<file path="config.mk">
export PLATFORM = sky130hd
export DESIGN_NAME = adcc_ctrl
export DESIGN_NICKNAME = d
export VERILOG_FILES = /design/src/adcc_pkg.sv /design/src/adcc_ctrl.sv /design/src/adcc_timing.sv /design/src/adcc_sar.sv
export VERILOG_INCLUDE_DIRS = /design/src
export SDC_FILE = /design/constraint.sdc
export NUM_CORES = 1
export LEC_CHECK = 0
export ABC_CLOCK_PERIOD_IN_PS = 9600
export BUFFER_PORTS_ARGS = -buffer_cell sky130_fd_sc_hd__buf_2
export CAP_MARGIN = 15
export CORE_MARGIN = 4
export CORE_UTILIZATION = 65
export CTS_CLUSTER_DIAMETER = 30
export DETAILED_ROUTE_END_ITERATION = 6
export GPL_TIMING_DRIVEN = 0
export PLACE_DENSITY = 0.87
export SETUP_SLACK_MARGIN = 0.3
export SKIP_CTS_REPAIR_TIMING = 1
export SLEW_MARGIN = 20
export SYNTH_ARGS = -nofsm -noshare
export SYNTH_HDL_FRONTEND = slang
export SYNTH_HIERARCHICAL = 1
export SYNTH_SLANG_ARGS = --single-unit
</file>
<file path="constraint.sdc">
create_clock -name clk -period 9.6 [get_ports clk]
set_input_delay 0.96 -clock clk [delete_from_list [all_inputs] [get_ports clk]]
set_output_delay 0.96 -clock clk [all_outputs]
set_load 0.05 [all_outputs]
</file>
<file path="src/adcc_regs.svh">
// Register map, field positions, reset values and timing constants of the converter control.
// Behaviour
// - Writing the channel register leaves the conversion-end flag exactly as it was.
// - A conversion whose finishing cycle meets a channel write stores no result and sets no conversion-end flag.
// - A first result started before the reference has settled is marked as outside rating.
// - Any mode or channel write leaves the result register marked not valid.
// - A start delay passes before sampling on a write or trigger start, none on a back-to-back repeat, and the sampling time follows the mode setting.
// - Normal speed codes give 288, 240, 192, 144, 120 and 96 cycle conversions, others barred.
// - Speed 01 gives 24 to 224 cycles over eight codes and speed 10 gives 72 to 18 cycles.
// - Sampling lasts the tabulated cycles of the setting, from 176 down to 6.
// - Write response takes 8 to 11 cycles and trigger response 4 to 7 cycles.
// - Each finished conversion stores its result and sets the conversion-end flag, unless a mode or channel write falls in its finishing cycle.
`ifndef ADCC_REGS_SVH
`define ADCC_REGS_SVH

`define ADCC_OFS_MODE     5'h00
`define ADCC_OFS_CHAN     5'h04
`define ADCC_OFS_RESULT   5'h08
`define ADCC_OFS_STATUS   5'h0c
`define ADCC_OFS_IRQ_STAT 5'h10
`define ADCC_OFS_IRQ_CLR  5'h14
`define ADCC_OFS_IRQ_EN   5'h18

`define ADCC_MODE_EN      0
`define ADCC_MODE_REF     1
`define ADCC_MODE_FR      4:2
`define ADCC_MODE_HS      6:5
`define ADCC_MODE_TRIG    7
`define ADCC_CHAN_SEL     2:0
`define ADCC_RES_VAL      9:0
`define ADCC_RES_SUSPECT  14
`define ADCC_RES_VALID    15
`define ADCC_IRQ_CONV     0
`define ADCC_IRQ_BAD      1

`define ADCC_MODE_RST     8'h00
`define ADCC_CHAN_RST     3'h0
`define ADCC_SPEED_NORMAL 2'h0
`define ADCC_SAR_MSB      4'h9
`define ADCC_SAR_FIRST    10'h200
`define ADCC_SAR_STEPS    7'h0a

`define ADCC_CLK_NS       20
`define ADCC_REF_HS_NS    1000
`define ADCC_REF_NORM_NS  14000
`define ADCC_REF_HS_CYC   10'((`ADCC_REF_HS_NS + `ADCC_CLK_NS - 1) / `ADCC_CLK_NS)
`define ADCC_REF_NORM_CYC 10'((`ADCC_REF_NORM_NS + `ADCC_CLK_NS - 1) / `ADCC_CLK_NS)

// Rows: conversion, sampling, write response min, trigger response min, in cycles.
`define ADCC_T_00_000 {9'h120, 8'hb0, 4'hb, 4'h7}
`define ADCC_T_00_001 {9'h0f0, 8'hb0, 4'hb, 4'h7}
`define ADCC_T_00_010 {9'h0c0, 8'h84, 4'ha, 4'h6}
`define ADCC_T_00_100 {9'h090, 8'h58, 4'h9, 4'h5}
`define ADCC_T_00_101 {9'h078, 8'h58, 4'h9, 4'h5}
`define ADCC_T_00_110 {9'h060, 8'h30, 4'hb, 4'h7}
`define ADCC_T_01_000 {9'h060, 8'h30, 4'hb, 4'h7}
`define ADCC_T_01_001 {9'h048, 8'h24, 4'ha, 4'h6}
`define ADCC_T_01_010 {9'h030, 8'h18, 4'h9, 4'h5}
`define ADCC_T_01_011 {9'h018, 8'h0c, 4'h8, 4'h4}
`define ADCC_T_01_100 {9'h0e0, 8'hb0, 4'hb, 4'h7}
`define ADCC_T_01_101 {9'h0a8, 8'h84, 4'ha, 4'h6}
`define ADCC_T_01_110 {9'h070, 8'h58, 4'h9, 4'h5}
`define ADCC_T_01_111 {9'h038, 8'h2c, 4'h8, 4'h4}
`define ADCC_T_10_000 {9'h048, 8'h18, 4'hb, 4'h7}
`define ADCC_T_10_001 {9'h036, 8'h12, 4'ha, 4'h6}
`define ADCC_T_10_010 {9'h024, 8'h0c, 4'h9, 4'h5}
`define ADCC_T_10_011 {9'h012, 8'h06, 4'h8, 4'h4}
`define ADCC_T_NONE   {9'h000, 8'h00, 4'h0, 4'h0}

`endif

</file>
<file path="src/adcc_pkg.sv">
// Types shared by the converter control modules.
`default_nettype none
package adcc_pkg;

    // Converter sequencing phases.
    typedef enum logic [1:0]
    {
        ADCC_IDLE    = 2'b00,
        ADCC_DELAY   = 2'b01,
        ADCC_SAMPLE  = 2'b10,
        ADCC_CONVERT = 2'b11
    } adcc_phase_t;

    // One row of the timing table.
    typedef struct packed {
        logic [8:0] conv_len;
        logic [7:0] samp_len;
        logic [3:0] wr_delay;
        logic [3:0] trig_delay;
    } adcc_timing_t;

    // Whole state of the approximation sequencer.
    typedef struct packed {
        adcc_phase_t phase;
        logic [8:0]  cnt;
        logic [6:0]  step_cnt;
        logic [3:0]  bit_idx;
        logic [9:0]  code;
        logic [9:0]  result;
        logic        done;
        logic        cmp_meta;
        logic        cmp_sync;
    } adcc_sar_state_t;

    // Whole state of the control block and its register file.
    typedef struct packed {
        logic        conv_en;
        logic        ref_en;
        logic        trig_mode;
        logic [1:0]  speed;
        logic [2:0]  ftime;
        logic [2:0]  chan;
        logic [9:0]  result;
        logic        res_valid;
        logic        res_suspect;
        logic        first_pending;
        logic [1:0]  irq_stat;
        logic [1:0]  irq_en;
        logic [9:0]  ref_cnt;
        logic        restart;
        logic        trg_meta;
        logic        trg_sync;
        logic        trg_prev;
        logic        ack;
        logic [31:0] rdata;
    } adcc_ctrl_state_t;

endpackage : adcc_pkg
`default_nettype wire

</file>
<file path="src/adcc_ctrl.sv">
// Converter control top: Avalon-MM register file, start control and interrupt.
`default_nettype none
`include "adcc_regs.svh"
module adcc_ctrl (
    // Clock and reset
    input  wire logic        clk,
    input  wire logic        sys_rst,
    // Avalon-MM slave
    input  wire logic [4:0]  avs_address,
    input  wire logic        avs_read,
    input  wire logic        avs_write,
    input  wire logic [31:0] avs_writedata,
    input  wire logic [3:0]  avs_byteenable,
    output logic [31:0]      avs_readdata,
    output logic             avs_waitrequest,
    // Pins
    input  wire logic        comp_in,
    input  wire logic        hw_trigger,
    // Analog front end control
    output logic [2:0]       channel_sel,
    output logic             ref_gen_on,
    output logic             sample_hold,
    output logic [9:0]       dac_code,
    output logic             conv_busy,
    // Interrupt
    output logic             conv_end_irq
);

    adcc_pkg::adcc_ctrl_state_t s;
    adcc_pkg::adcc_ctrl_state_t next_s;

    logic [8:0] conv_len;
    logic [7:0] samp_len;
    logic [3:0] wr_delay;
    logic [3:0] trig_delay;
    logic [6:0] step_len;
    logic       prohibited;
    logic       sar_busy;
    logic       sar_done;
    logic [9:0] sar_result;
    logic       sar_start;
    logic [3:0] sar_delay;
    logic       sar_abort;
    logic       req;
    logic       wr_acc;
    logic       wr_mode;
    logic       wr_chan;
    logic       high_speed;
    logic       ref_settled;
    logic       trig_edge;
    logic [9:0] ref_need;

    // Address match, shared by the read mux and every write strobe.
    function automatic logic adcc_hit(input logic [4:0] addr, input logic [4:0] ofs);
        adcc_hit = (addr == ofs);
    endfunction : adcc_hit

    // Read mux; unmapped words read as zero.
    function automatic logic [31:0] adcc_rd(
        input logic [4:0]                  addr,
        input adcc_pkg::adcc_ctrl_state_t  st,
        input logic [4:0]                  stat
    );
        logic [31:0] d;
        d = 32'h0000_0000;
        if (adcc_hit(addr, `ADCC_OFS_MODE))
        begin
            d[`ADCC_MODE_EN]   = st.conv_en;
            d[`ADCC_MODE_REF]  = st.ref_en;
            d[`ADCC_MODE_FR]   = st.ftime;
            d[`ADCC_MODE_HS]   = st.speed;
            d[`ADCC_MODE_TRIG] = st.trig_mode;
        end
        else if (adcc_hit(addr, `ADCC_OFS_CHAN))
        begin
            d[`ADCC_CHAN_SEL] = st.chan;
        end
        else if (adcc_hit(addr, `ADCC_OFS_RESULT))
        begin
            d[`ADCC_RES_VAL]     = st.result;
            d[`ADCC_RES_SUSPECT] = st.res_suspect;
            d[`ADCC_RES_VALID]   = st.res_valid;
        end
        else if (adcc_hit(addr, `ADCC_OFS_STATUS))
        begin
            d[4:0] = stat;
        end
        else if (adcc_hit(addr, `ADCC_OFS_IRQ_STAT))
        begin
            d[1:0] = st.irq_stat;
        end
        else if (adcc_hit(addr, `ADCC_OFS_IRQ_EN))
        begin
            d[1:0] = st.irq_en;
        end
        adcc_rd = d;
    endfunction : adcc_rd

    // Timing lookup for the current mode setting.
    adcc_timing u_timing (
        .speed      (s.speed),
        .ftime      (s.ftime),
        .conv_len   (conv_len),
        .samp_len   (samp_len),
        .wr_delay   (wr_delay),
        .trig_delay (trig_delay),
        .step_len   (step_len),
        .prohibited (prohibited)
    );

    // Approximation sequencer.
    adcc_sar u_sar (
        .clk         (clk),
        .sys_rst     (sys_rst),
        .start       (sar_start),
        .start_delay (sar_delay),
        .abort       (sar_abort),
        .samp_len    (samp_len),
        .conv_len    (conv_len),
        .step_len    (step_len),
        .comp_in     (comp_in),
        .dac_code    (dac_code),
        .sample_hold (sample_hold),
        .busy        (sar_busy),
        .done        (sar_done),
        .result      (sar_result)
    );

    // Bus strobes: a request waits one cycle, then completes at the next edge.
    assign req             = avs_read | avs_write;
    assign avs_waitrequest = req & ~s.ack;
    assign wr_acc          = avs_write & s.ack & avs_byteenable[0];
    assign wr_mode         = wr_acc & adcc_hit(avs_address, `ADCC_OFS_MODE);
    assign wr_chan         = wr_acc & adcc_hit(avs_address, `ADCC_OFS_CHAN);

    // Reference settling needs the longer wait in normal speed.
    assign high_speed  = (s.speed != `ADCC_SPEED_NORMAL);
    assign ref_need    = high_speed ? `ADCC_REF_HS_CYC : `ADCC_REF_NORM_CYC;
    assign ref_settled = s.ref_en & (s.ref_cnt >= ref_need);
    assign trig_edge   = s.trg_sync & ~s.trg_prev;

    // Start selection: software restart after a write, back-to-back repeat, or a trigger.
    always_comb
    begin
        sar_start = 1'b0;
        sar_delay = 4'h0;
        sar_abort = wr_mode | wr_chan | ~s.conv_en;
        if (s.restart && s.conv_en && !s.trig_mode && !prohibited)
        begin
            sar_start = 1'b1;
            sar_delay = wr_delay - 4'h1;
        end
        else if (sar_done && !sar_abort && !s.trig_mode && !prohibited)
        begin
            sar_start = 1'b1;
        end
        else if (trig_edge && !sar_abort && s.trig_mode && high_speed && !prohibited)
        begin
            // A trigger during a high-speed conversion throws it away and starts over.
            sar_start = 1'b1;
            sar_delay = trig_delay;
        end
    end

    // Register file, result capture and interrupt flags.
    always_comb
    begin
        next_s          = s;
        next_s.ack      = req & ~s.ack;
        next_s.restart  = wr_mode | wr_chan;
        next_s.trg_meta = hw_trigger;
        next_s.trg_sync = s.trg_meta;
        next_s.trg_prev = s.trg_sync;
        if (req && !s.ack)
        begin
            next_s.rdata = adcc_rd(avs_address, s,
                {s.trig_mode & ~sar_busy, prohibited, ref_settled, sample_hold, sar_busy});
        end
        if (!s.ref_en)
        begin
            next_s.ref_cnt = 10'h000;
        end
        else if (!ref_settled)
        begin
            next_s.ref_cnt = s.ref_cnt + 10'h001;
        end
        if (wr_mode)
        begin
            next_s.conv_en   = avs_writedata[`ADCC_MODE_EN];
            next_s.ref_en    = avs_writedata[`ADCC_MODE_REF];
            next_s.ftime     = avs_writedata[`ADCC_MODE_FR];
            next_s.speed     = avs_writedata[`ADCC_MODE_HS];
            next_s.trig_mode = avs_writedata[`ADCC_MODE_TRIG];
            // Enabling before the reference has settled taints the first result.
            if (avs_writedata[`ADCC_MODE_EN] && !s.conv_en)
            begin
                next_s.first_pending = ~ref_settled | ~avs_writedata[`ADCC_MODE_REF];
            end
        end
        if (wr_chan)
        begin
            next_s.chan = avs_writedata[`ADCC_CHAN_SEL];
        end
        if (wr_mode || wr_chan)
        begin
            next_s.res_valid = 1'b0;
        end
        if (wr_acc && adcc_hit(avs_address, `ADCC_OFS_IRQ_EN))
        begin
            next_s.irq_en = avs_writedata[1:0];
        end
        if (wr_acc && adcc_hit(avs_address, `ADCC_OFS_IRQ_CLR))
        begin
            // Only an explicit clear lowers the flags; channel writes never clear them.
            next_s.irq_stat = s.irq_stat & ~avs_writedata[1:0];
        end
        // A mode or channel write in the finishing cycle wins: no store and no flag.
        if (sar_done && !wr_mode && !wr_chan)
        begin
            next_s.result                   = sar_result;
            next_s.res_valid                = 1'b1;
            next_s.res_suspect              = s.first_pending;
            next_s.first_pending            = 1'b0;
            next_s.irq_stat[`ADCC_IRQ_CONV] = 1'b1;
        end
        if (s.restart && s.conv_en && prohibited)
        begin
            next_s.irq_stat[`ADCC_IRQ_BAD] = 1'b1;
        end
    end

    // State register; reset leaves the converter stopped and the reference off.
    always_ff @(posedge clk or posedge sys_rst)
    begin
        if (sys_rst)
        begin
            s           <= '0;
            s.conv_en   <= 1'(`ADCC_MODE_RST >> `ADCC_MODE_EN);
            s.chan      <= `ADCC_CHAN_RST;
        end
        else
        begin
            s <= next_s;
        end
    end

    // Outputs.
    assign avs_readdata = s.rdata;
    assign channel_sel  = s.chan;
    assign ref_gen_on   = s.ref_en;
    assign conv_busy    = sar_busy;
    assign conv_end_irq = |(s.irq_stat & s.irq_en);

endmodule : adcc_ctrl
`default_nettype wire

</file>
<file path="src/adcc_timing.sv">
// Timing table lookup from the speed and conversion-time fields.
`default_nettype none
`include "adcc_regs.svh"
module adcc_timing (
    // Mode fields
    input  wire logic [1:0] speed,
    input  wire logic [2:0] ftime,
    // Selected timing
    output logic [8:0]      conv_len,
    output logic [7:0]      samp_len,
    output logic [3:0]      wr_delay,
    output logic [3:0]      trig_delay,
    output logic [6:0]      step_len,
    output logic            prohibited
);

    adcc_pkg::adcc_timing_t row;

    // Unlisted codes return an all-zero row, which also flags them as barred.
    always_comb
    begin
        unique case ({speed, ftime})
            5'h00:   row = `ADCC_T_00_000;
            5'h01:   row = `ADCC_T_00_001;
            5'h02:   row = `ADCC_T_00_010;
            5'h04:   row = `ADCC_T_00_100;
            5'h05:   row = `ADCC_T_00_101;
            5'h06:   row = `ADCC_T_00_110;
            5'h08:   row = `ADCC_T_01_000;
            5'h09:   row = `ADCC_T_01_001;
            5'h0a:   row = `ADCC_T_01_010;
            5'h0b:   row = `ADCC_T_01_011;
            5'h0c:   row = `ADCC_T_01_100;
            5'h0d:   row = `ADCC_T_01_101;
            5'h0e:   row = `ADCC_T_01_110;
            5'h0f:   row = `ADCC_T_01_111;
            5'h10:   row = `ADCC_T_10_000;
            5'h11:   row = `ADCC_T_10_001;
            5'h12:   row = `ADCC_T_10_010;
            5'h13:   row = `ADCC_T_10_011;
            default: row = `ADCC_T_NONE;
        endcase
        conv_len   = row.conv_len;
        samp_len   = row.samp_len;
        wr_delay   = row.wr_delay;
        trig_delay = row.trig_delay;
        prohibited = (row.conv_len == 9'h000);
        // Each bit decision gets an equal slice of the hold phase; leftovers idle at the end.
        step_len   = 7'((row.conv_len - {1'b0, row.samp_len}) / 9'(`ADCC_SAR_STEPS));
    end

endmodule : adcc_timing
`default_nettype wire

</file>
<file path="src/adcc_sar.sv">
// Successive approximation sequencer: start delay, sampling and bit decisions.
`default_nettype none
`include "adcc_regs.svh"
module adcc_sar (
    // Clock and reset
    input  wire logic       clk,
    input  wire logic       sys_rst,
    // Control
    input  wire logic       start,
    input  wire logic [3:0] start_delay,
    input  wire logic       abort,
    input  wire logic [7:0] samp_len,
    input  wire logic [8:0] conv_len,
    input  wire logic [6:0] step_len,
    // Analog side
    input  wire logic       comp_in,
    output logic [9:0]      dac_code,
    output logic            sample_hold,
    // Status
    output logic            busy,
    output logic            done,
    output logic [9:0]      result
);

    adcc_pkg::adcc_sar_state_t s;
    adcc_pkg::adcc_sar_state_t next_s;

    // One down-counter walks all phases, lengths taken from the live setting.
    always_comb
    begin
        next_s          = s;
        next_s.done     = 1'b0;
        next_s.cmp_meta = comp_in;
        next_s.cmp_sync = s.cmp_meta;
        if (start)
        begin
            next_s.code = 10'h000;
            if (start_delay == 4'h0)
            begin
                next_s.phase = adcc_pkg::ADCC_SAMPLE;
                next_s.cnt   = 9'({1'b0, samp_len} - 9'h001);
            end
            else
            begin
                next_s.phase = adcc_pkg::ADCC_DELAY;
                next_s.cnt   = 9'({5'h00, start_delay} - 9'h001);
            end
        end
        else if (abort)
        begin
            next_s.phase = adcc_pkg::ADCC_IDLE;
        end
        else
        begin
            unique case (s.phase)
                adcc_pkg::ADCC_IDLE:
                begin
                    next_s.cnt = 9'h000;
                end
                adcc_pkg::ADCC_DELAY:
                begin
                    next_s.cnt = s.cnt - 9'h001;
                    if (s.cnt == 9'h000)
                    begin
                        next_s.phase = adcc_pkg::ADCC_SAMPLE;
                        next_s.cnt   = 9'({1'b0, samp_len} - 9'h001);
                    end
                end
                adcc_pkg::ADCC_SAMPLE:
                begin
                    next_s.cnt = s.cnt - 9'h001;
                    if (s.cnt == 9'h000)
                    begin
                        next_s.phase    = adcc_pkg::ADCC_CONVERT;
                        next_s.cnt      = 9'(conv_len - {1'b0, samp_len} - 9'h001);
                        next_s.step_cnt = step_len - 7'h01;
                        next_s.bit_idx  = `ADCC_SAR_MSB;
                        next_s.code     = `ADCC_SAR_FIRST;
                    end
                end
                adcc_pkg::ADCC_CONVERT:
                begin
                    next_s.cnt      = s.cnt - 9'h001;
                    next_s.step_cnt = s.step_cnt - 7'h01;
                    if (s.step_cnt == 7'h00 && s.bit_idx <= `ADCC_SAR_MSB)
                    begin
                        // Keep the trial bit only while the input is above the trial level.
                        next_s.code[s.bit_idx] = s.cmp_sync;
                        if (s.bit_idx != 4'h0)
                        begin
                            next_s.code[s.bit_idx - 4'h1] = 1'b1;
                        end
                        next_s.bit_idx  = s.bit_idx - 4'h1;
                        next_s.step_cnt = step_len - 7'h01;
                    end
                    if (s.cnt == 9'h000)
                    begin
                        next_s.phase  = adcc_pkg::ADCC_IDLE;
                        next_s.done   = 1'b1;
                        next_s.result = next_s.code;
                    end
                end
            endcase
        end
    end

    // State register.
    always_ff @(posedge clk or posedge sys_rst)
    begin
        if (sys_rst)
        begin
            s <= '0;
        end
        else
        begin
            s <= next_s;
        end
    end

    assign dac_code    = s.code;
    assign result      = s.result;
    assign done        = s.done;
    assign busy        = (s.phase != adcc_pkg::ADCC_IDLE);
    assign sample_hold = (s.phase == adcc_pkg::ADCC_SAMPLE);

endmodule : adcc_sar
`default_nettype wire

</file>
Word-level counts from Yosys, hierarchy flattened:

Memories as Yosys holds them, arrays and structs flattened.
Index checks and enable logic that the tools add are counted.
Widths: inputs -> output; s select.

* memories kept: 1
* word-level logic and storage cells: 190
* input port bits: 47
* memory bits (read-only): 672
* register bits after elaboration: 100

* add/sub/neg operators: 10
* reductions and logical operators: 52
* mux-type cells: 50
* div/mod/pow operators: 1
* bitwise operators: 24
* order comparisons: 6
* equality and inequality tests: 17

Memory list
* (no name shown): words 32, bits a word 21, rd ports 1, clocked after memory_dff 0, wr ports 0, RTL line adcc_timing.sv:22 `unique case ({speed, ftime})`

Operators with widths (number)
* $mux 11: 5
* $mux 10: 5
* $pmux 21 s2: 1
* $mux 41: 1
* $pmux 9 s4: 1
* $mux 32: 1
* $mux 21: 1
* $logic_and 1x1->1: 20
* $mux 2: 10
* $logic_not 9->1: 2
* $sub 9x1->9 const B: 2
* $reduce_bool 2->1: 8
* $eq 5x5->1 const B: 3
* $sub 7x1->7 const B: 2
* $mux 4: 3
* $reduce_and 4->1: 3
* $mux 1: 11
* $add 10x1->10 const B: 1
* $bwmux 10: 1
* $eq 5x4->1 const B: 2
* $ge 10x10->1: 1
* $lt 4x5->1 const B: 2
* $mux 5: 2
* $or 10x10->10: 1
* 38 further kinds: 71

Longest topological paths before layout:

Gate-level depths: netlist of run 1.

* depth after elaboration: 16
* mapped depth: 27

Hierarchy:

Netlist of run 1, hierarchy kept.

Modules (own cells, without submodules)
* adcc_sar: sequential area each 1126.1 um^2, area an instance 3741.1 um^2, cells an instance 459, times used 1
* adcc_ctrl: sequential area each 1376.3 um^2, area an instance 3084.2 um^2, cells an instance 308, times used 1
* adcc_timing: sequential area each 0.0 um^2, area an instance 1587.8 um^2, cells an instance 232, times used 1

Least setup slack after synthesis of run 1:

No wires, ideal clock.

* kind: register to register
* start point: register s[70] in the netlist's numbering
* end point: register u_sar/s[32] in the netlist's numbering
* library setup time: 83 ps
* period minus slack after synthesis: 5219 ps
* slack: 4381 ps
* required time: 9517 ps
* stages on the path, launching flop included: 23
* arrival: 5136 ps
* cell sequence: dfrtp_1 -> buf_4 -> or2_2 -> o21ai_0 -> inv_1 -> ha_1 -> nor2_1 -> nand4_1 -> a21oi_1 -> a21oi_1 -> or4_4 -> o22ai_1 -> a22oi_1 -> o211a_4 -> ha_1 -> nand2b_1 -> o2111ai_1 -> a211o_1 -> nor3_1 -> nor3b_1 -> xor2_1 -> a21oi_1 -> o21ai_0

* elaborated cells between the ends (all ways): 19
* those cells by class: add/sub: 2; div: 1; mux: 6; bitwise: 1; reduce/logical: 8; memory: 1

RTL lines
* start: declaration: RTL line adcc_ctrl.sv:29 `adcc_pkg::adcc_ctrl_state_t s;`
* start signal: assignment: RTL line adcc_ctrl.sv:243 `s <= next_s;`
* $mem_v2 32x21 *
* named net samp_len[2]: RTL line adcc_ctrl.sv:33 `logic [7:0] samp_len;`
* $sub 9x8->9 *: RTL line adcc_timing.sv:49 `` step_len = 7'((row.conv_len - {1'b0, row.samp_len}) / 9'(`ADCC_SAR_STEPS)); ``
* $div 9x4->9 *: RTL line adcc_timing.sv:49
* named net step_len[0]: RTL line adcc_ctrl.sv:36 `logic [6:0] step_len;`
* $sub 7x1->7 *: RTL line adcc_sar.sv:76, adcc_sar.sv:94
* $mux 21 or $mux 32 (tied branches): RTL line adcc_sar.sv:85, adcc_sar.sv:72
* $pmux 21 s2 *: RTL line adcc_sar.sv:55 `unique case (s.phase)`
* end signal: assignment: RTL line adcc_sar.sv:116 `s <= next_s;`
* end: declaration: RTL line adcc_sar.sv:25 `adcc_pkg::adcc_sar_state_t s;`

The timed path passes the listed nets; every way through them passes the cells marked *. The select of a mux whose other input is x is not followed.
A chain may end at the register's enable or synchronous reset.

Worst setup path in the final report of run 1:

* start point: register s[67] in the netlist's numbering
* end point: register u_sar/s[32] in the netlist's numbering

Same word-level chain as after synthesis.

==> results of run 1 <==
-- critical path, delay by kind of cell (launching register included) --
kind,cells,cell delay [ns]
AO/OA/AOI/OAI,10,2.54
XOR/XNOR,1,0.21
adder cells (fa/ha/maj),3,0.76
buffers and inverters,3,0.48
flip-flops,1,0.46
multiplexers,1,0.09
AND/OR/NAND/NOR,6,1.69
-- report_power, final --
group | leakage (nW) | internal, mW | switching, mW
Sequential | 1.35 | 0.444 | 0.0265
Clock | 0.137 | 0.188 | 0.170
Combinational | 2.86 | 0.458 | 0.682
Total | 4.34 | 1.09 | 0.878
-- cells in the mapped netlist (7+ instances only) --
library cell	n
a211oi_1	8
a21o_1	10
a21oi_1	53
a22oi_1	8
a31oi_1	10
and3_1	13
buf_2	12
buf_4	66
clkbuf_1	23
dfrtp_1	100
ha_1	40
inv_1	55
mux2_2	29
mux2i_1	16
nand2_1	99
nand2b_1	19
nand3_1	33
nand4_1	7
nor2_1	58
nor2b_1	8
nor3_1	35
nor4_1	7
o21ai_0	76
o22ai_1	7
o31ai_1	13
or2_2	10
or3_1	10
xnor2_1	19
xor2_1	8
-- placed cells by master (no fill, tap or decap), drive strengths merged, types with 11 or more instances in the layout --
master | synthesis | final
nor2 | 59 | 59
conb | 2 | 25
mux2 | 30 | 30
nor3 | 37 | 37
or3 | 11 | 11
buf | 82 | 131
o31ai | 13 | 13
ha | 40 | 40
clkbuf | 24 | 34
xnor2 | 22 | 22
mux2i | 16 | 16
and3 | 13 | 13
nand3 | 33 | 33
a21oi | 54 | 54
or2 | 12 | 12
nand2 | 100 | 100
nand2b | 22 | 22
inv | 56 | 59
dfrtp | 100 | 100
o21ai | 81 | 81
-- stage by stage --
stage / setup WS, ns / std cells / cell area [µm²] / utilization [%]
2_1_floorplan: 4.38 / 1022 / 8500 / -
3_3_place_gp: 3.46 / 1242 / 8950 / 70.7
3_5_place_dp: 3.37 / 1243 / 8980 / 70.9
4_1_cts: 3.32 / 1259 / 9270 / 73.2
5_1_grt: 2.49 / 1259 / 9270 / 73.2
6_report: 3.28 / 1259 / 9270 / 73.2
-- kinds of logic (layout without fill, tap and decap cells) --
family,after synthesis,in the layout,share of synthesized area [%]
compound gates,265,265,21.4
xor+xnor,32,32,3.91
fa+ha+maj,42,42,6.35
buf+inv,164,229,10.7
flops,100,100,29.7
mux,46,46,5.92
other cells,2,25,0.0893
simple gates,348,348,21.9
-- how the worst min path moves through the flow --
stage	endpoint	start	slack (ns)	cells past startpoint
3_5_place_dp	u_sar/s[0]$_DFF_PP0_	u_sar/next_s[0]$_DFF_PP0_	0.34	0
5_1_grt	next_s[33]$_DFF_PP0_	next_s[34]$_DFF_PP0_	0.36	0
4_1_cts	u_sar/s[0]$_DFF_PP0_	u_sar/next_s[0]$_DFF_PP0_	0.35	0
6_report	u_sar/s[0]$_DFF_PP0_	u_sar/next_s[0]$_DFF_PP0_	0.35	0
2_1_floorplan	next_s[33]$_DFF_PP0_	next_s[34]$_DFF_PP0_	0.33	0
3_3_place_gp	u_sar/s[0]$_DFF_PP0_	u_sar/next_s[0]$_DFF_PP0_	0.33	0
-- routing by layer --
layer | global-route usage [%] | vias up | routed length, µm
met5 | 0 | - | 0
met4 | 10.8 | 0 | 539
met3 | 4.60 | 46 | 1600
met2 | 47.5 | 402 | 9960
met1 | 37.3 | 3611 | 8800
li1 | - | 3695 | -
-- layout make-up --
class                      instances  area (µm²)
inverter                          58         220
clock buffer                      10         239
sequential                       100        2500
buffer                           106         684
multi-input combinational        758        5090
timing repair buffer              49         260
tap                              172         215
clock inverter                     6        56.3
fill                             976        3400
-- registers in the layout (all words and copies together), names as in the netlist --
register	flops
avs_readdata	12
u_sar/dac_code	10
u_sar/next_s	1
ref_gen_on	1
u_sar/done	1
u_sar/s	23
u_sar/result	10
channel_sel	3
s	37
next_s	2
==> flow_metrics.env, run 1 <==
export IMPL_path_class="flop to flop"
export IMPL_drt_pass1_iterations=5
export IMPL_drc_errors=0
export IMPL_dieHeight_um=122
export IMPL_cts_tree="yes"
export IMPL_place_congestion=0.971
export IMPL_crit_start="s[67]$_DFFE_PP0P_"
export IMPL_cp_arrival_ns=6.58
export IMPL_htreeDepth=3
export IMPL_wl_per_cell_um=16.6
export IMPL_syn_to_final_growth_pct=10.2
export IMPL_worst_path_largest_cell_delay_ns=0.69
export IMPL_numCtsBuffers=9
export IMPL_first_iter_violations=835
export IMPL_ys_warn_count=6
export IMPL_cts_root_buf="clkbuf_16"
export IMPL_drv_slew=0
export IMPL_wirelength_mm=20.9
export IMPL_cp_slowest_cell="o21ai_0"
export IMPL_synth_area_leaders="dfrtp_1 (30%), ha_1 (5.9%), buf_4 (5.9%), o21ai_0 (4.5%), nand2_1 (4.4%)"
export IMPL_finalPower_mw=1.97
export IMPL_powerDensity_nw_per_um2=212
export IMPL_vdd_drop_max_mv=0.265
export IMPL_synth_seq_cells=100
export IMPL_setup_tns_final_ns=0
export IMPL_hold_violations=0
export IMPL_synth_top_area_share_pct=29.7
export IMPL_drive_gt1_share_pct=20.5
export IMPL_synth_cell_types=99
export IMPL_fmaxAchievable_mhz=158
export IMPL_postSynth_asyncResetShare_pct=100
export IMPL_hpwl_mm=15.8
export IMPL_die_x_um=122
export IMPL_io_buffer_count=48
export IMPL_crit_path_end="u_sar/s[32]$_DFFE_PP0P_"
export IMPL_die_area_um2=14800
export IMPL_via_count=7754
export IMPL_rsz0062_at_grt="false"
export IMPL_worstSetupEndpointType="flop"
export IMPL_r2r_end="u_sar/s[32]$_DFFE_PP0P_"
export IMPL_syn_inst=999
export IMPL_max_slew_margin_pct=42.5
export IMPL_hold_class="flop to flop"
export IMPL_grt_max_degree=56
export IMPL_layout_nets=1170
export IMPL_drv_cap=0
export IMPL_r2r_start="s[67]$_DFFE_PP0P_"
export IMPL_cp_data_required_time_ns=9.86
export IMPL_status="completed"
export IMPL_grt_pass1_vias=7157
export IMPL_reg2regPathDepth=24
export IMPL_ys_flop_type="dfrtp_1"
export IMPL_ant_nets=0
export IMPL_crit_fanout=9
export IMPL_cts_buffer_depth=2
export IMPL_groute_usage_overall_pct=28.5
export IMPL_boundaryPins=97
export IMPL_synth_area_leader_cell="dfrtp_1"
export IMPL_ys_seq_area_share_pct=29.7
export IMPL_clock_skew_ns=0.00852
export IMPL_clk_pin_slew_ns=0.07
export IMPL_finalCriticalPeriod_ns=6.32
export IMPL_hold_ws_ns=0.351
export IMPL_clk_latency_ns=0.36
export IMPL_synth_edf_count=0
export IMPL_syn_area_um2=8410
export IMPL_start_util_pct=66.4
export IMPL_synth_area_per_cell_um2=8.42
export IMPL_num_antenna_cells=0
export IMPL_core_area_um2=12700
export IMPL_antenna_found_initial=0
export IMPL_fin_crit_sh_pct=65.8
export IMPL_tightest_slew_ns=0.858
export IMPL_cp_start_kind="flop"
export IMPL_core_rowCount=41
export IMPL_setup_viol=0
export IMPL_cts_sinks=100
export IMPL_grt_pass1_wl_mm=34.0
export IMPL_overflow=0
export IMPL_avgViaCountPerCell=6.16
export IMPL_rrSetupSlack_ns=3.28
export IMPL_worstPathCellList="clkbuf_2 -> inv_1 -> ha_1 -> mux2i_1 -> o21ai_0 -> inv_1 -> ha_1 -> nor2_1 -> nand4_1 -> a21oi_1 -> a21oi_1 -> nor3_1 -> o22ai_1 -> a22oi_1 -> o211a_4 -> ha_1 -> nand2b_2 -> o2111ai_1 -> a211o_1 -> nor3_1 -> nor3b_1 -> xor2_1 -> a21oi_1 -> o21ai_0"
export IMPL_p_leak_nw=4.34
Power figures use the tool's default switching activity.
==> run 2, diff against run 1 <==
--- a/config.mk
+++ b/config.mk
@@ -6,15 +6,16 @@
 export SDC_FILE = /design/constraint.sdc
 export NUM_CORES = 1
 export LEC_CHECK = 0
-export ABC_CLOCK_PERIOD_IN_PS = 9600
+export ABC_AREA = 1
+export ABC_CLOCK_PERIOD_IN_PS = 6100
 export BUFFER_PORTS_ARGS = -buffer_cell sky130_fd_sc_hd__buf_2
 export CAP_MARGIN = 15
 export CORE_MARGIN = 4
-export CORE_UTILIZATION = 65
+export CORE_UTILIZATION = 60
 export CTS_CLUSTER_DIAMETER = 30
 export DETAILED_ROUTE_END_ITERATION = 6
 export GPL_TIMING_DRIVEN = 0
-export PLACE_DENSITY = 0.87
+export PLACE_DENSITY = 0.82
 export SETUP_SLACK_MARGIN = 0.3
 export SKIP_CTS_REPAIR_TIMING = 1
 export SLEW_MARGIN = 20
==> constraint.sdc (replaced) <==
create_clock -name clk -period 6.1 [get_ports clk]
set_input_delay 0.61 -clock clk [delete_from_list [all_inputs] [get_ports clk]]
set_output_delay 0.61 -clock clk [all_outputs]
set_load 0.05 [all_outputs]
==> run 2 against run 1 <==
Against the previous run: fmax rose by 15%; synthesized area rose by 1.2%; critical endpoint is now u_sar/s[31]$_DFFE_PP0P_; clock-buffer cell count rose by 1; critical path type unchanged; worst setup slack got worse by 2.7 ns.
==> flow_metrics.env, run 2 <==
export IMPL_die_x_um=127
export IMPL_syn_area_um2=8510
export IMPL_clk_pin_slew_ns=0.07
export IMPL_setup_tns_final_ns=0
export IMPL_syn_inst=1210
export IMPL_die_area_um2=16200
export IMPL_ys_flop_type="dfrtp_1"
export IMPL_fmaxAchievable_mhz=183
export IMPL_core_rowCount=43
export IMPL_cts_tree="yes"
export IMPL_fin_util_pct=69.6
export IMPL_overflow=0
export IMPL_wirelength_mm=19.8
export IMPL_num_antenna_cells=0
export IMPL_drv_cap=0
export IMPL_reg2regPathDepth=41
export IMPL_layout_nets=1393
export IMPL_clock_skew_ns=0.0131
export IMPL_cp_arrival_ns=5.70
export IMPL_ys_warn_count=6
export IMPL_groute_usage_overall_pct=24.5
export IMPL_tightest_slew_ns=1.02
export IMPL_ant_nets=0
export IMPL_rsz0062_at_grt="false"
export IMPL_largest_register="s"
export IMPL_setup_viol=0
export IMPL_crit_fanout=6
export IMPL_drt_pass1_iterations=6
export IMPL_cpMostUsedCell="nand2_1"
export IMPL_synth_common_cells="nand2_1 (319), inv_1 (149), nand3_1 (105)"
export IMPL_max_slew_margin_pct=31.2
export IMPL_cp_slowest_cell="dfrtp_2"
export IMPL_finalCriticalPeriod_ns=5.47
export IMPL_grt_pass1_wl_mm=32.9
export IMPL_via_count=7874
export IMPL_dieHeight_um=127
export IMPL_grt_max_degree=37
export IMPL_postSynth_asyncResetShare_pct=100
export IMPL_clk_latency_ns=0.36
export IMPL_synth_area_leader_cell="dfrtp_1"
export IMPL_synth_area_leaders="dfrtp_1 (29%), nand2_1 (14%), inv_1 (6.6%), nand3_1 (6.2%), buf_4 (6.1%)"
export IMPL_worst_path_largest_cell_delay_ns=0.48
export IMPL_fillers=1169
export IMPL_numCtsBuffers=9
export IMPL_synth_area_per_cell_um2=7.04
export IMPL_final_common_cell="nand2_1"
export IMPL_final_cell_mix="nand2_1 (318), inv_1 (144), nand3_1 (104), dfrtp_1 (96), buf_4 (78)"
export IMPL_syn_to_final_growth_pct=13.5
export IMPL_boundaryPins=97
export IMPL_hold_violations=0
export IMPL_hold_class="input port to asynchronous set/reset pin"
export IMPL_avgViaCountPerCell=5.28
export IMPL_cts_buffer_depth=2
export IMPL_yosysMostFrequentCell="nand2_1"
export IMPL_setup_ws_ns=0.628
export IMPL_synth_seq_cells=100
export IMPL_cp_start_kind="flop"
export IMPL_synth_top_area_share_pct=29.4
export IMPL_core_area_um2=13900
export IMPL_synth_cell_types=58
export IMPL_synth_edf_count=0
export IMPL_worstSetupEndpointType="flop"
export IMPL_first_iter_violations=592
export IMPL_status="completed"
export IMPL_drive_gt1_share_pct=23.0
export IMPL_largest_reg_flops=37
export IMPL_path_class="flop to flop"
export IMPL_htreeDepth=3
export IMPL_hpwl_mm=15.1
export IMPL_drv_slew=0
export IMPL_cts_sinks=100
export IMPL_fin_crit_sh_pct=89.7
export IMPL_io_buffer_count=49
export IMPL_antenna_found_initial=0
export IMPL_start_util_pct=61.3
export IMPL_vdd_drop_max_mv=0.719
export IMPL_ys_seq_area_share_pct=29.4
export IMPL_wl_per_cell_um=13.3
export IMPL_p_leak_nw=5.17
export IMPL_drc_errors=0
export IMPL_cp_data_required_time_ns=6.33
export IMPL_dpl_worst_slack_ns=-0.127
export IMPL_grt_pass1_vias=7187
export IMPL_cts_root_buf="clkbuf_16"
export IMPL_place_congestion=0.914
export IMPL_powerDensity_nw_per_um2=465
## run 2: cell types whose count changed after synthesis, moves of 13 or more
cell      change
a21oi_1      -19
and3_1       -13
clkbuf_1     -22
inv_1        +94
inv_2        +22
mux2_2       -28
mux2i_1      -14
nand2_1     +220
nand2_2      +27
nand2_4      +18
nand2b_1     -19
nand3_1      +72
nand3_2      +13
## run 2: logic make-up after synthesis
| kind of cell | after synthesis | synth area share, % |
|---|---|---|
| compound gates | 157 | 10.5 |
| xor+xnor | 24 | 2.47 |
| fa+ha+maj | 41 | 6.11 |
| buf+inv | 254 | 14.7 |
| flops | 100 | 29.4 |
| mux | 3 | 0.367 |
| other cells | 2 | 0.0882 |
| simple gates | 629 | 36.3 |
## run 2: final cells by class
type,instances,area [µm²],area share [%]
clock buffer,11,253,2.61
inverter,177,682,7.06
tap,180,225,2.33
buffer,77,584,6.05
multi-input combinational,879,4950,51.2
sequential,100,2510,25.9
clock inverter,5,93.8,0.971
timing repair buffer,61,368,3.81
## run 2: worst paths after layout
check,from,end,slack (ns)
max reg2reg,s[68]$_DFFE_PP0P_,u_sar/s[31]$_DFFE_PP0P_,0.63
max,s[68]$_DFFE_PP0P_,u_sar/s[31]$_DFFE_PP0P_,0.63
min reg2reg,next_s[34]$_DFF_PP0_,next_s[33]$_DFF_PP0_,0.35
min,sys_rst,s[62]$_DFFE_PP0P_,0.27
max in group asynchronous,sys_rst,s[69]$_DFFE_PP0P_,5.29
min in group clk,next_s[34]$_DFF_PP0_,next_s[33]$_DFF_PP0_,0.35
## run 2: report_power, final
group          internal, mW  switching, mW  leakage (nW)
registers             0.807          0.117          1.29
logic                  1.04           1.88          3.71
clock network         0.388          0.260         0.169
## run 2: worst max-delay path: cells and delay by family, from the launching register on
kind | cells | cell delay [ns]
compound gates | 5 | 0.80
xor+xnor | 1 | 0.19
fa+ha+maj | 4 | 0.93
buf+inv | 6 | 0.58
flops | 1 | 0.48
simple gates | 25 | 2.34
## run 2: through the flow
stage	total power [mW]	cells	cell area (µm²)	hold slack, ns
after global routing	4.95	1490	9670	0.284
final	4.50	1490	9670	0.269
after detailed placement	3.69	1464	9120	0.341
after global placement	3.60	1462	9070	0.332
after CTS	4.36	1480	9470	0.274
after floorplan	3.19	1233	8600	0.331
## run 2: metal layers
layer / global-route usage [%] / part of all wire [%]
met1: 32.5 / 44
met5: 0 / 0
met2: 41.6 / 49
met3: 4.10 / 5.7
met4: 6.62 / 2.0
==> run 3, diff against run 2 <==
--- a/config.mk
+++ b/config.mk
@@ -11,15 +11,14 @@
 export BUFFER_PORTS_ARGS = -buffer_cell sky130_fd_sc_hd__buf_2
 export CAP_MARGIN = 15
 export CORE_MARGIN = 4
-export CORE_UTILIZATION = 60
-export CTS_CLUSTER_DIAMETER = 30
+export CORE_UTILIZATION = 59
+export CTS_CLUSTER_DIAMETER = 50
 export DETAILED_ROUTE_END_ITERATION = 6
 export GPL_TIMING_DRIVEN = 0
-export PLACE_DENSITY = 0.82
+export PLACE_DENSITY = 0.81
 export SETUP_SLACK_MARGIN = 0.3
 export SKIP_CTS_REPAIR_TIMING = 1
 export SLEW_MARGIN = 20
 export SYNTH_ARGS = -nofsm -noshare
 export SYNTH_HDL_FRONTEND = slang
-export SYNTH_HIERARCHICAL = 1
 export SYNTH_SLANG_ARGS = --single-unit
==> run 3 against run 2 <==
Against the previous run: worst hold slack got worse by 0.0083 ns; first-iteration DRC count unchanged; via count decreased by 3.5%; worst setup slack worse by 0.44 ns; die area shrank 8.1%; non-clock buffer count rose by 25; sequential cell count did not move; clock skew is 0.0016 ns lower; synthesized cell count is 14% lower; sequential share of layout area rose by 0.69 points; final cell count down 9.6%.
==> flow_metrics.env, run 3 <==
export IMPL_status="completed"
export IMPL_core_area_um2=12700
export IMPL_clk_latency_ns=0.37
export IMPL_syn_inst=1045
export IMPL_cp_slowest_cell="dfrtp_1"
export IMPL_worstSetupEndpointType="flop"
export IMPL_via_count=7599
export IMPL_avgViaCountPerCell=5.64
export IMPL_hpwl_mm=14.0
export IMPL_ys_flop_type="dfrtp_1"
export IMPL_boundaryPins=97
export IMPL_grt_pass1_wl_mm=31.8
export IMPL_synth_common_cells="nand2_1 (187), inv_1 (142), dfrtp_1 (100)"
export IMPL_drv_cap=0
export IMPL_wirelength_mm=20.7
export IMPL_path_class="flop to flop"
export IMPL_reg2regPathDepth=50
export IMPL_finalNonFillerCells=1347
export IMPL_cts_buffer_depth=2
export IMPL_numCtsBuffers=9
export IMPL_ys_seq_area_share_pct=32.7
export IMPL_antenna_found_initial=0
export IMPL_cts_sinks=100
export IMPL_core_rowCount=41
export IMPL_syn_to_final_growth_pct=23.0
export IMPL_hold_violations=0
export IMPL_drv_slew=0
export IMPL_cp_data_required_time_ns=6.40
export IMPL_cts_root_buf="clkbuf_16"
export IMPL_synth_seq_cells=100
export IMPL_die_area_um2=14800
export IMPL_overflow=0
export IMPL_hold_class="input port to asynchronous set/reset pin"
export IMPL_cp_arrival_ns=6.21
export IMPL_dp_cells=1285
export IMPL_largest_reg_flops=37
export IMPL_synth_cell_types=58
export IMPL_setup_viol=0
export IMPL_wl_per_cell_um=15.4
export IMPL_max_slew_margin_pct=45.3
export IMPL_ys_warn_count=0
export IMPL_synth_top_area_share_pct=32.7
export IMPL_grt_pass1_vias=6755
export IMPL_drt_pass1_iterations=7
export IMPL_synth_edf_count=0
export IMPL_r2r_end="u_sar.s[33]$_DFFE_PP0P_"
export IMPL_r2r_start="s[70]$_DFFE_PP0P_"
export IMPL_crit_path_end="u_sar.s[33]$_DFFE_PP0P_"
export IMPL_dieHeight_um=122
export IMPL_synth_area_leader_cell="dfrtp_1"
export IMPL_htreeDepth=3
export IMPL_groute_usage_overall_pct=26.5
export IMPL_grt_max_degree=54
export IMPL_num_antenna_cells=0
export IMPL_fin_crit_sh_pct=96.9
export IMPL_clock_skew_ns=0.0114
export IMPL_finalCriticalPeriod_ns=5.91
export IMPL_clk_pin_slew_ns=0.08
export IMPL_drive_gt1_share_pct=26.5
export IMPL_crit_fanout=7
export IMPL_tightest_slew_ns=0.817
export IMPL_io_buffer_count=48
export IMPL_ff_latch_area_um2=2510
export IMPL_largest_register="s"
export IMPL_final_common_cell="nand2_1"
export IMPL_rsz0062_at_grt="true"
export IMPL_fmaxAchievable_mhz=169
export IMPL_cpMostUsedCell="nand2_4"
export IMPL_fillers=993
export IMPL_place_congestion=0.951
export IMPL_synth_area_leaders="dfrtp_1 (33%), nand2_1 (9.2%), inv_1 (7.0%), o21ai_0 (6.3%), ha_1 (5.4%)"
export IMPL_die_x_um=122
export IMPL_crit_start="s[70]$_DFFE_PP0P_"
export IMPL_layout_nets=1250
export IMPL_rrSetupSlack_ns=0.19
export IMPL_postSynth_asyncResetShare_pct=100
export IMPL_syn_area_um2=7650
export IMPL_ant_nets=0
export IMPL_cts_tree="yes"
export IMPL_start_util_pct=60.4
export IMPL_synth_area_per_cell_um2=7.32
export IMPL_worst_path_largest_cell_delay_ns=0.39
export IMPL_multi_input_comb_area_um2=4660
export IMPL_first_iter_violations=592
export IMPL_drc_errors=0
export IMPL_cp_start_kind="flop"
export IMPL_final_cell_mix="nand2_1 (176), inv_1 (128), dfrtp_1 (97), buf_4 (91), o21ai_0 (89)"
export IMPL_yosysMostFrequentCell="nand2_1"
==> run 3: worst max-delay path: cells and delay by family (launching register included) <==
kind                       cells  cell delay [ns]
AOI/OAI and AO/OA              5             0.70
adders and majority gates      4             0.71
buffers and inverters          9             0.73
DFF                            1             0.39
and+or+nand+nor               32             3.27
==> run 3: how the worst min path moves through the flow <==
stage / start / end
after global routing: sys_rst / avs_readdata[14]$_DFFE_PP0P_
final: sys_rst / avs_readdata[14]$_DFFE_PP0P_
after detailed placement: u_sar.next_s[0]$_DFF_PP0_ / u_sar.s[0]$_DFF_PP0_
after floorplan: next_s[34]$_DFF_PP0_ / next_s[33]$_DFF_PP0_
after CTS: sys_rst / avs_readdata[14]$_DFFE_PP0P_
after global placement: u_sar.next_s[0]$_DFF_PP0_ / u_sar.s[0]$_DFF_PP0_
==> run 3: cell families (layout without fill, tap and decap cells) <==
kind of cell | Yosys count | in the layout | synth area share [%]
adder cells (fa/ha/maj) | 33 | 33 | 5.40
XOR/XNOR | 22 | 22 | 2.76
other | 1 | 20 | 0.0490
buffers and inverters | 226 | 337 | 13.7
multiplexers | 1 | 1 | 0.131
AND/OR/NAND/NOR | 450 | 450 | 28.5
AO/OA/AOI/OAI | 212 | 212 | 16.8
flip-flops | 100 | 100 | 32.7
==> run 3: routing by layer <==
metal / share of wire, % / vias to the layer above / routed length, µm / track usage (%)
met5: 0 / - / 0 / 0
met1: 42 / 3603 / 8740 / 36.5
li1: - / 3650 / - / -
met2: 49 / 300 / 10100 / 42.8
met4: 2.2 / 0 / 465 / 9.31
met3: 6.7 / 46 / 1390 / 3.99
==> run 3: layout make-up <==
| class | instances | area share [%] |
|---|---|---|
| inverters | 158 | 6.59 |
| repair buffers | 95 | 6.78 |
| clock inverters | 6 | 0.811 |
| multi-input cells | 738 | 49.6 |
| plain buffers | 68 | 4.79 |
| well taps | 172 | 2.29 |
| flip-flops and latches | 100 | 26.6 |
| clock buffers | 10 | 2.54 |
==> run 3: per-stage QoR <==
stage	setup TNS (ns)	area, µm²	utilization (%)	setup slack (ns)	hold WS (ns)
detailed placement	-0.242	8210	64.8	-0.178	0.342
global route	-0.137	9410	74.3	-0.137	0.301
finish	0	9410	74.3	0.190	0.261
CTS	-0.459	8520	67.3	-0.247	0.285
global placement	-0.0569	8180	64.5	-0.0569	0.338
floorplan	0	7720	-	0.688	0.331
Power of run 3 is not shown: default switching activity piles up to over one toggle a cycle in this logic, so the estimate is an artifact.
